File: src/hdl/mioef_defines.vh
// Register map, field positions and reset values of the E/F port block.
// Assumes a 32-bit AHB-Lite bus with one aligned word per register.
`ifndef MIOEF_DEFINES_VH
`define MIOEF_DEFINES_VH

// Byte offsets, decoded on the low address byte
`define MIOEF_OFS_PIN_LEVEL_E    8'h00
`define MIOEF_OFS_OUT_LATCH_E    8'h04
`define MIOEF_OFS_DIRECTION_E    8'h08
`define MIOEF_OFS_PIN_LEVEL_F    8'h0C
`define MIOEF_OFS_OUT_LATCH_F    8'h10
`define MIOEF_OFS_DIRECTION_F    8'h14
`define MIOEF_OFS_ANALOG_SEL_F   8'h18
`define MIOEF_OFS_SEGMENT_EN     8'h1C
`define MIOEF_OFS_CMP_CONTROL    8'h20
`define MIOEF_OFS_STATUS         8'h24

// Address decode width
`define MIOEF_ADDR_LSB_W         8

// Reset values
`define MIOEF_RST_LATCH_E        8'h00
`define MIOEF_RST_DIR_E          8'hFF
`define MIOEF_RST_LATCH_F        7'h00
`define MIOEF_RST_DIR_F          7'h7F
`define MIOEF_RST_ANALOG_F       7'h7F
`define MIOEF_RST_SEG_F          7'h00
`define MIOEF_RST_SEG_E7         1'h0
`define MIOEF_RST_CMP            3'h0

// Field positions
`define MIOEF_SEG_E7_BIT         0
`define MIOEF_CMP_ONE_OE_BIT     0
`define MIOEF_CMP_TWO_OE_BIT     1
`define MIOEF_CMP_ON_BIT         2
`define MIOEF_ST_ROUTED_BIT      0
`define MIOEF_ST_SHUTDOWN_BIT    1

// Pin index of the shared capture pin inside port E
`define MIOEF_E_CAPTURE_PIN      7

// F pins 3..6 that carry comparator inputs; vector bit 0 is pin 1
`define MIOEF_CMP_INPUT_PINS     7'h3C

// AHB encodings
`define MIOEF_HRESP_OKAY         1'h0

`endif

File: src/hdl/mioef_sync.v
// Two-flop synchroniser for a vector of pad inputs.
// Assumes each bit is an independent level; no bus coherence is implied.
`timescale 1ns/1ps

module mioef_sync #(
  parameter WIDTH = 15
) (
  input  wire             clk,
  input  wire             reset_n,
  input  wire [WIDTH-1:0] asyncIn,
  output reg  [WIDTH-1:0] syncOut_r
);

  reg [WIDTH-1:0] stage1_r;

  // First stage is read only by the second stage
  always @(posedge clk or negedge reset_n) begin
    if (!reset_n) begin
      stage1_r  <= {WIDTH{1'b0}};
      syncOut_r <= {WIDTH{1'b0}};
    end else begin
      stage1_r  <= asyncIn;
      syncOut_r <= stage1_r;
    end
  end

endmodule // mioef_sync

File: src/hdl/mioef_pin_cell.v
// Combinational function mux of one port pin.
// Assumes the pad input is already synchronised; the caller registers results.
`timescale 1ns/1ps

module mioef_pin_cell (
  input  wire latchBit,
  input  wire dirBit,
  input  wire segEn,
  input  wire inputBlock,
  input  wire altEn,
  input  wire altData,
  input  wire altTristate,
  input  wire pinSync,
  output wire pinOut,
  output wire pinOe,
  output wire readBit
);

  // Segment drive wins over everything, direction then ignored
  assign pinOe   = ~segEn & ~dirBit & ~(altEn & altTristate);
  // Peripheral data takes priority over latch data when driving
  assign pinOut  = altEn ? altData : latchBit;
  // Digital input gated by analog select and segment drive
  assign readBit = pinSync & ~inputBlock & ~segEn;

endmodule // mioef_pin_cell

File: src/hdl/mioef_port.v
// E/F port pin logic: direction, latches, pin reads, function ownership.
// Assumes a single AHB-Lite master with this slave as the only hready source.
`timescale 1ns/1ps
`include "mioef_defines.vh"

module mioef_port (
  input  wire        clk,
  input  wire        reset_n,
  // AHB-Lite slave
  input  wire        hsel,
  input  wire [31:0] haddr,
  input  wire [1:0]  htrans,
  input  wire        hwrite,
  input  wire [2:0]  hsize,
  input  wire [31:0] hwdata,
  input  wire        hready,
  output reg         hreadyout_r,
  output reg         hresp_r,
  output reg  [31:0] hrdata_r,
  // Port E pads
  input  wire [7:0]  portEIn,
  output reg  [7:0]  portEOut_r,
  output reg  [7:0]  portEOe_r,
  // Port F pads, pins 7 to 1
  input  wire [7:1]  portFIn,
  output reg  [7:1]  portFOut_r,
  output reg  [7:1]  portFOe_r,
  // Enhanced capture unit two
  input  wire        capturePinSelect,
  input  wire        eccpOutputMode,
  input  wire        eccpCompareOut,
  input  wire        eccpShutdownTristate,
  output reg         eccpCaptureIn_r,
  // Comparators
  input  wire        comparatorOneOutput,
  input  wire        comparatorTwoOutput,
  output reg         comparatorsOn_r,
  // Analog connection of each F pin to the converter and comparators
  output reg  [7:1]  analogConnectF_r
);

  localparam NPIN = 15;

  // Software visible state
  reg  [7:0]  latchE_r;
  reg  [7:0]  dirE_r;
  reg  [7:1]  latchF_r;
  reg  [7:1]  dirF_r;
  reg  [7:1]  analogSelF_r;
  reg  [7:1]  segF_r;
  reg         segE7_r;
  reg  [2:0]  cmpCtl_r;

  // Next values after a pending write
  reg  [7:0]  latchE_nxt;
  reg  [7:0]  dirE_nxt;
  reg  [7:1]  latchF_nxt;
  reg  [7:1]  dirF_nxt;
  reg  [7:1]  analogSelF_nxt;
  reg  [7:1]  segF_nxt;
  reg         segE7_nxt;
  reg  [2:0]  cmpCtl_nxt;

  // Bus data phase bookkeeping
  reg         wrPend_r;
  reg  [7:0]  wrAddr_r;
  reg  [31:0] rdMux;
  wire        addrPhase;
  wire [7:0]  rdAddr;

  // Pin cell vectors, E pins at 0..7, F pin k at 7+k
  wire [NPIN-1:0] pinSync;
  wire [NPIN-1:0] latchAll;
  wire [NPIN-1:0] dirAll;
  wire [NPIN-1:0] segAll;
  wire [NPIN-1:0] blockAll;
  wire [NPIN-1:0] altEnAll;
  wire [NPIN-1:0] altDataAll;
  wire [NPIN-1:0] altTriAll;
  wire [NPIN-1:0] cellOut;
  wire [NPIN-1:0] cellOe;
  wire [NPIN-1:0] cellRead;

  wire        eccpRouted;
  wire        eccpDrives;
  wire        cmpOneOe;
  wire        cmpTwoOe;
  wire        cmpOn;
  wire [7:1]  inputBlockF;

  // Pad inputs come from outside the clock domain
  mioef_sync #(
    .WIDTH (NPIN)
  ) u_sync (
    .clk       (clk),
    .reset_n   (reset_n),
    .asyncIn   ({portFIn, portEIn}),
    .syncOut_r (pinSync)
  );

  // Capture unit owns E7 only with the select bit cleared
  assign eccpRouted = ~capturePinSelect;
  assign eccpDrives = eccpRouted & eccpOutputMode;
  assign cmpOneOe   = cmpCtl_r[`MIOEF_CMP_ONE_OE_BIT];
  assign cmpTwoOe   = cmpCtl_r[`MIOEF_CMP_TWO_OE_BIT];
  assign cmpOn      = cmpCtl_r[`MIOEF_CMP_ON_BIT];

  // Comparator inputs on pins 3..6 also starve the digital input
  assign inputBlockF = analogSelF_r | ({7{cmpOn}} & `MIOEF_CMP_INPUT_PINS);

  // Gather per-pin controls
  assign latchAll   = {latchF_r, latchE_r};
  assign dirAll     = {dirF_r, dirE_r};
  assign segAll     = {segF_r, segE7_r, 7'h00};
  assign blockAll   = {inputBlockF, 8'h00};
  assign altEnAll   = {5'h00, cmpOneOe, cmpTwoOe, eccpDrives, 7'h00};
  assign altDataAll = {5'h00, comparatorOneOutput, comparatorTwoOutput,
                       eccpCompareOut, 7'h00};
  assign altTriAll  = {7'h00, eccpShutdownTristate, 7'h00};

  // One mux cell per pin
  genvar gi;
  generate
    for (gi = 0; gi < NPIN; gi = gi + 1) begin : g_pin
      mioef_pin_cell u_cell (
        .latchBit    (latchAll[gi]),
        .dirBit      (dirAll[gi]),
        .segEn       (segAll[gi]),
        .inputBlock  (blockAll[gi]),
        .altEn       (altEnAll[gi]),
        .altData     (altDataAll[gi]),
        .altTristate (altTriAll[gi]),
        .pinSync     (pinSync[gi]),
        .pinOut      (cellOut[gi]),
        .pinOe       (cellOe[gi]),
        .readBit     (cellRead[gi])
      );
    end
  endgenerate

  // AHB address phase; only NONSEQ or SEQ transfers count
  assign addrPhase = hsel & htrans[1] & hready;
  assign rdAddr    = haddr[`MIOEF_ADDR_LSB_W-1:0];

  // Write data arrives one cycle after its address phase
  always @* begin
    latchE_nxt     = latchE_r;
    dirE_nxt       = dirE_r;
    latchF_nxt     = latchF_r;
    dirF_nxt       = dirF_r;
    analogSelF_nxt = analogSelF_r;
    segF_nxt       = segF_r;
    segE7_nxt      = segE7_r;
    cmpCtl_nxt     = cmpCtl_r;
    if (wrPend_r) begin
      case (wrAddr_r)
        `MIOEF_OFS_PIN_LEVEL_E,
        `MIOEF_OFS_OUT_LATCH_E: begin
          latchE_nxt = hwdata[7:0];
        end
        `MIOEF_OFS_DIRECTION_E: begin
          dirE_nxt = hwdata[7:0];
        end
        `MIOEF_OFS_PIN_LEVEL_F,
        `MIOEF_OFS_OUT_LATCH_F: begin
          latchF_nxt = hwdata[7:1];
        end
        `MIOEF_OFS_DIRECTION_F: begin
          dirF_nxt = hwdata[7:1];
        end
        `MIOEF_OFS_ANALOG_SEL_F: begin
          analogSelF_nxt = hwdata[7:1];
        end
        `MIOEF_OFS_SEGMENT_EN: begin
          segF_nxt  = hwdata[7:1];
          segE7_nxt = hwdata[`MIOEF_SEG_E7_BIT];
        end
        `MIOEF_OFS_CMP_CONTROL: begin
          cmpCtl_nxt = hwdata[2:0];
        end
        default: begin
          // Unmapped or read-only: write ignored, still OKAY
          latchE_nxt = latchE_r;
        end
      endcase
    end
  end

  // Read mux uses next values so a read right after a write sees it
  always @* begin
    rdMux = 32'h0000_0000;
    case (rdAddr)
      `MIOEF_OFS_PIN_LEVEL_E:  rdMux[7:0] = cellRead[7:0];
      `MIOEF_OFS_OUT_LATCH_E:  rdMux[7:0] = latchE_nxt;
      `MIOEF_OFS_DIRECTION_E:  rdMux[7:0] = dirE_nxt;
      `MIOEF_OFS_PIN_LEVEL_F:  rdMux[7:1] = cellRead[NPIN-1:8];
      `MIOEF_OFS_OUT_LATCH_F:  rdMux[7:1] = latchF_nxt;
      `MIOEF_OFS_DIRECTION_F:  rdMux[7:1] = dirF_nxt;
      `MIOEF_OFS_ANALOG_SEL_F: rdMux[7:1] = analogSelF_nxt;
      `MIOEF_OFS_SEGMENT_EN: begin
        rdMux[7:1]                = segF_nxt;
        rdMux[`MIOEF_SEG_E7_BIT]  = segE7_nxt;
      end
      `MIOEF_OFS_CMP_CONTROL:  rdMux[2:0] = cmpCtl_nxt;
      `MIOEF_OFS_STATUS: begin
        rdMux[`MIOEF_ST_ROUTED_BIT]   = eccpRouted;
        rdMux[`MIOEF_ST_SHUTDOWN_BIT] = eccpShutdownTristate;
      end
      default: rdMux = 32'h0000_0000;
    endcase
  end

  // Bus slave: zero wait states, always OKAY
  always @(posedge clk or negedge reset_n) begin
    if (!reset_n) begin
      wrPend_r    <= 1'b0;
      wrAddr_r    <= 8'h00;
      hrdata_r    <= 32'h0000_0000;
      hreadyout_r <= 1'b0;
      hresp_r     <= `MIOEF_HRESP_OKAY;
    end else begin
      hreadyout_r <= 1'b1;
      hresp_r     <= `MIOEF_HRESP_OKAY;
      wrPend_r    <= addrPhase & hwrite;
      if (addrPhase) begin
        wrAddr_r <= rdAddr;
      end
      if (addrPhase & ~hwrite) begin
        hrdata_r <= rdMux;
      end
    end
  end

  // Register file; F pins come up analog inputs with direction one
  always @(posedge clk or negedge reset_n) begin
    if (!reset_n) begin
      latchE_r     <= `MIOEF_RST_LATCH_E;
      dirE_r       <= `MIOEF_RST_DIR_E;
      latchF_r     <= `MIOEF_RST_LATCH_F;
      dirF_r       <= `MIOEF_RST_DIR_F;
      analogSelF_r <= `MIOEF_RST_ANALOG_F;
      segF_r       <= `MIOEF_RST_SEG_F;
      segE7_r      <= `MIOEF_RST_SEG_E7;
      cmpCtl_r     <= `MIOEF_RST_CMP;
    end else begin
      latchE_r     <= latchE_nxt;
      dirE_r       <= dirE_nxt;
      latchF_r     <= latchF_nxt;
      dirF_r       <= dirF_nxt;
      analogSelF_r <= analogSelF_nxt;
      segF_r       <= segF_nxt;
      segE7_r      <= segE7_nxt;
      cmpCtl_r     <= cmpCtl_nxt;
    end
  end

  // Pad drivers registered; adds one cycle but keeps pads glitch free
  always @(posedge clk or negedge reset_n) begin
    if (!reset_n) begin
      portEOut_r <= 8'h00;
      portEOe_r  <= 8'h00;
      portFOut_r <= 7'h00;
      portFOe_r  <= 7'h00;
    end else begin
      portEOut_r <= cellOut[7:0];
      portEOe_r  <= cellOe[7:0];
      portFOut_r <= cellOut[NPIN-1:8];
      portFOe_r  <= cellOe[NPIN-1:8];
    end
  end

  // Peripheral side: capture input and analog hookup
  always @(posedge clk or negedge reset_n) begin
    if (!reset_n) begin
      eccpCaptureIn_r  <= 1'b0;
      comparatorsOn_r  <= 1'b0;
      analogConnectF_r <= 7'h00;
    end else begin
      // Capture needs E7 routed, set as input, segment off
      eccpCaptureIn_r  <= eccpRouted & dirE_r[`MIOEF_E_CAPTURE_PIN] &
                          cellRead[`MIOEF_E_CAPTURE_PIN];
      comparatorsOn_r  <= cmpOn;
      // Segment drive also cuts the analog path
      analogConnectF_r <= inputBlockF & ~segF_r;
    end
  end

endmodule // mioef_port

File: config.mk
export PLATFORM = sky130hd
export DESIGN_NAME = mioef_port
export DESIGN_NICKNAME = d
export VERILOG_FILES = /design/src/hdl/mioef_sync.v /design/src/hdl/mioef_pin_cell.v /design/src/hdl/mioef_port.v
export VERILOG_INCLUDE_DIRS = /design/src /design/src/hdl
export SDC_FILE = /design/constraint.sdc
export NUM_CORES = 1
export LEC_CHECK = 0
export BUFFER_PORTS_ARGS = -buffer_cell sky130_fd_sc_hd__buf_4
export CORE_MARGIN = 3
export CORE_UTILIZATION = 48
export CTS_CLUSTER_SIZE = 8
export DETAILED_ROUTE_END_ITERATION = 8
export PLACE_DENSITY = 0.8
export SKIP_CTS_REPAIR_TIMING = 1
export SLEW_MARGIN = 30
export SYNTH_ARGS = -nofsm -noshare
export SYNTH_HDL_FRONTEND = slang
export SYNTH_SLANG_ARGS = --single-unit
export TNS_END_PERCENT = 20
File: constraint.sdc
create_clock -name clk -period 3.3 [get_ports clk]
set_input_delay 0.165 -clock clk [delete_from_list [all_inputs] [get_ports clk]]
set_output_delay 0.165 -clock clk [all_outputs]
set_load 0.05 [all_outputs]
==> summary.md <==
| Metric | Value |
|---|---|
| RSZ-0062 raised after global routing | no |
| Max Slew Vio Count | 0 |
| Outcome | finished clean |
| Critical-path cell list | or4b_4, or3_1, mux2_4, a32o_1, and4b_1, o221ai_2 |
| Worst Max-Slew Pin Slew | 0.843 ns |
| Clk_skew | between 0.007 and 0.008 ns |
| Most common flop cell mapped by yosys | dfrtp_1 |
| Area post-placement | 0.00605 mm^2 |
| Layout cell share with drive strength beyond 1 | 0.387 |
| Std-Cell Rows | 37 |
| Cts bufs inserted | 17 |
| Setup TNS | 0 ns |
| Critical Path Fanout Max | 8 |
| # setup viols final | 0 |
| Number of synthesis warnings | 0 |
| NumNets Final | approximately 630 |
| Max_cap viols | 0 |
| First-pass GRT wire length | 19,600 um |
| Ranking of synthesized cells by area | dfrtp_1, mux2_2, dfstp_2 |
| Number of synthesized flops with an enable pin | 0 |
| #FFs+latches synth | approximately 140 |
| Synthesized area per cell | around 14 um^2 |
| Cells after DPL | slightly above 600 |
| Tmin final | 2.72 ns |
| Io pins | 168 |
| Post-Route WL | 13,200 um |
| Syn-to-layout area delta | 34.0% |
| Initial core utilization | 0.502 |
| Final Wtd Congestion | 0.878 |
| Root Buffer | clkbuf_8 |
| Initial antenna violation count | 0 |
| Die area | 0.0123 mm^2 |
| Final instance area | 0.00707 mm^2 |
| Cells after Synth | 389 |
| GRT overflow | 0 |
| Detail Placement HPWL | 8420 um |
| Vias in the first global route | 3,660 |
| Die span in y | 111 um |
| Core Box Area | roughly 0.011 mm^2 |
| Gr usage total | 0.207 |
| Peak supply drop | 0.335 mV |
| DRC Markers | 0 |
| Crit. End Element | flop |
| CP Buf/Inv Count | 0 |
| Yosys top cell area share | 0.536 |
| Top-count cell post-synth | dfrtp_1 |
| Synth Cell Area | approximately 0.0053 mm^2 |
| HP Class | in2reg |
| Worst path max stage delay | 0.58 ns |
| Commonest cells in the netlist | dfrtp_1, mux2_2, nor2_1, buf_4, dfstp_2 |
| First drt pass iteration count | 6 |
| Antenna viol nets, final | 0 |
| Final Hold Fails | 0 |
| Sequential element share of the synthesized area | 0.645 |
| Clk pin slew, worst setup/hold paths | 0.06 ns |
| CP Launch Type | flop |
| Vias after detailed routing | 3,766 |
| Slowest cell on crit path | or3_1 |
| Slew margin rel. | 0.430 |
| Die X | around 110 um |
| Clk buf depth | 2 |
| DRT iter0 DRCs | 279 |
| Diodes inserted | 0 |
| Pleak | 3.12 nW |
| Highest Clock Rate | 367 MHz |
| Sinks on the clock net | 135 |
| CTS tree | yes |
| Async set-reset flop share out of synthesis | 1.00 |
| Post-route insts no fill | 681 |
| Yosys top cell by area | dfrtp_1 |
| Delay-heaviest family, CP | simple AND/OR/NAND/NOR gates |
| Worst-Skew Late Latency | 0.53 ns |
| Largest net degree at the start of global routing | between 70 and 80 |
| Pwr/cell area | 619 mW/mm^2 |
| Post-synthesis cell type count | 52 |
| Critical Path AT | 3.10 ns |
| WP data required | 3.68 ns |
| Via density | around 5.5 |
| Crit Path Category | reg2reg |
| Routed WL per cell | 19.5 um |
| Fin crit share | 0.825 |
| IO buf count | 90 |
| # H-tree levels | 4 |
## kinds of logic (layout without fill, tap and decap cells)
kind of cell / after synthesis / count (layout) / synth area share
mux: 58 / 58 / 0.125
simple gates: 103 / 103 / 0.106
buf+inv: 41 / 173 / 0.0484
compound gates: 50 / 50 / 0.0730
flops: 135 / 135 / 0.645
other cells: 2 / 26 / 0.00142
## state kept, by name, summed over array words and instances (netlist names), 8 cells and up
register and flops:
u_sync.syncOut_r 15, hrdata_r 8, u_sync.stage1_r 15, wrAddr_r 8
portEOut_r 8, dirE_r 8, latchE_r 8, portEOe_r 8
## worst register-to-register path, cell delays in order, from the launching register on
cell	delay [ns]
dfrtp_1	0.43
or4b_4	0.57
or3_1	0.58
mux2_4	0.41
a32o_1	0.22
and4b_1	0.26
o221ai_2	0.11
## power breakdown
part           leakage [nW]  total [mW]  switching [mW]  internal (mW)
clock network         0.305        1.98           0.686           1.29
registers              1.57        1.86          0.0738           1.78
logic                  1.25       0.547           0.356          0.191
## per-layer routing
| layer | wire (um) | up-vias | GRT usage |
|---|---|---|---|
| met5 | 0 | - | 0 |
| li1 | - | 1636 | - |
| met2 | 6760 | 229 | 0.351 |
| met1 | 5070 | 1870 | 0.244 |
| met3 | 1040 | 31 | 0.0622 |
| met4 | 381 | 0 | 0.0911 |
## layout by cell type (no fill, tap or decap), types with 2 or more instances in the layout
master         Yosys  final
a21boi_0           2      2
a21oi_1            3      3
a221oi_1           2      2
a22oi_1           14     14
a32o_1             4      4
a32oi_1            6      6
and2_1             3      3
and3_1             3      3
and4_1             2      2
and4b_1            2      2
buf_4             25     94
bufinv_16          0      4
clkbuf_16          0     16
clkbuf_8           0      4
clkinv_4           0      2
conb_1             2     26
dfrtp_1          113    113
dfstp_2           22     22
dlygate4sd3_1      0     38
inv_1              8      8
inv_6              0      2
mux2_2            56     56
mux2_4             2      2
nand2_1           20     20
nand2b_1           3      3
nand3_1            6      6
nand4_1            3      3
nor2_1            32     32
nor2b_1            5      5
nor3_1             4      4
nor3b_1            2      2
nor4b_1            4      4
nor4bb_1           3      3
o21ai_0            6      6
or3_1              2      2
## through the flow
step / hold WS [ns] / power (mW) / utilization / worst slack, ns
final: 0.180 / 4.38 / 0.673 / 0.579
after global routing: 0.180 / 4.52 / 0.673 / 0.513
after CTS: -0.283 / 4.36 / 0.635 / 0.579
after detailed placement: 0.276 / 2.38 / 0.576 / 0.605
after global placement: 0.275 / 2.36 / 0.576 / 0.624
after floorplan: -0.131 / 2.20 / - / 0.911
## area by class of cell
class	instances	area, um^2
well taps	136	170
repair buffers	134	1120
flip-flops and latches	135	3410
inverters	8	30.0
clock inverters	10	168
multi-input cells	237	1720
fillers	717	3440
clock buffers	21	459
## worst paths after layout
| kind | cells after the start | from | endpoint | slack, ns |
|---|---|---|---|---|
| max in group asynchronous | 3 | reset_n | dirF_r[6] | 2.30 |
| worst min register to register | 0 | u_sync.stage1_r[12] | u_sync.syncOut_r[12] | 0.35 |
| worst max-delay path | 6 | wrAddr_r[3] | hrdata_r[2] | 0.58 |
| worst min-delay path | 3 | eccpOutputMode | portEOut_r[7] | 0.18 |
| min in group asynchronous | 2 | reset_n | analogConnectF_r[4] | 0.22 |
| worst max register to register | 6 | wrAddr_r[3] | hrdata_r[2] | 0.58 |
Note: power is estimated with default switching activity, not from simulation.
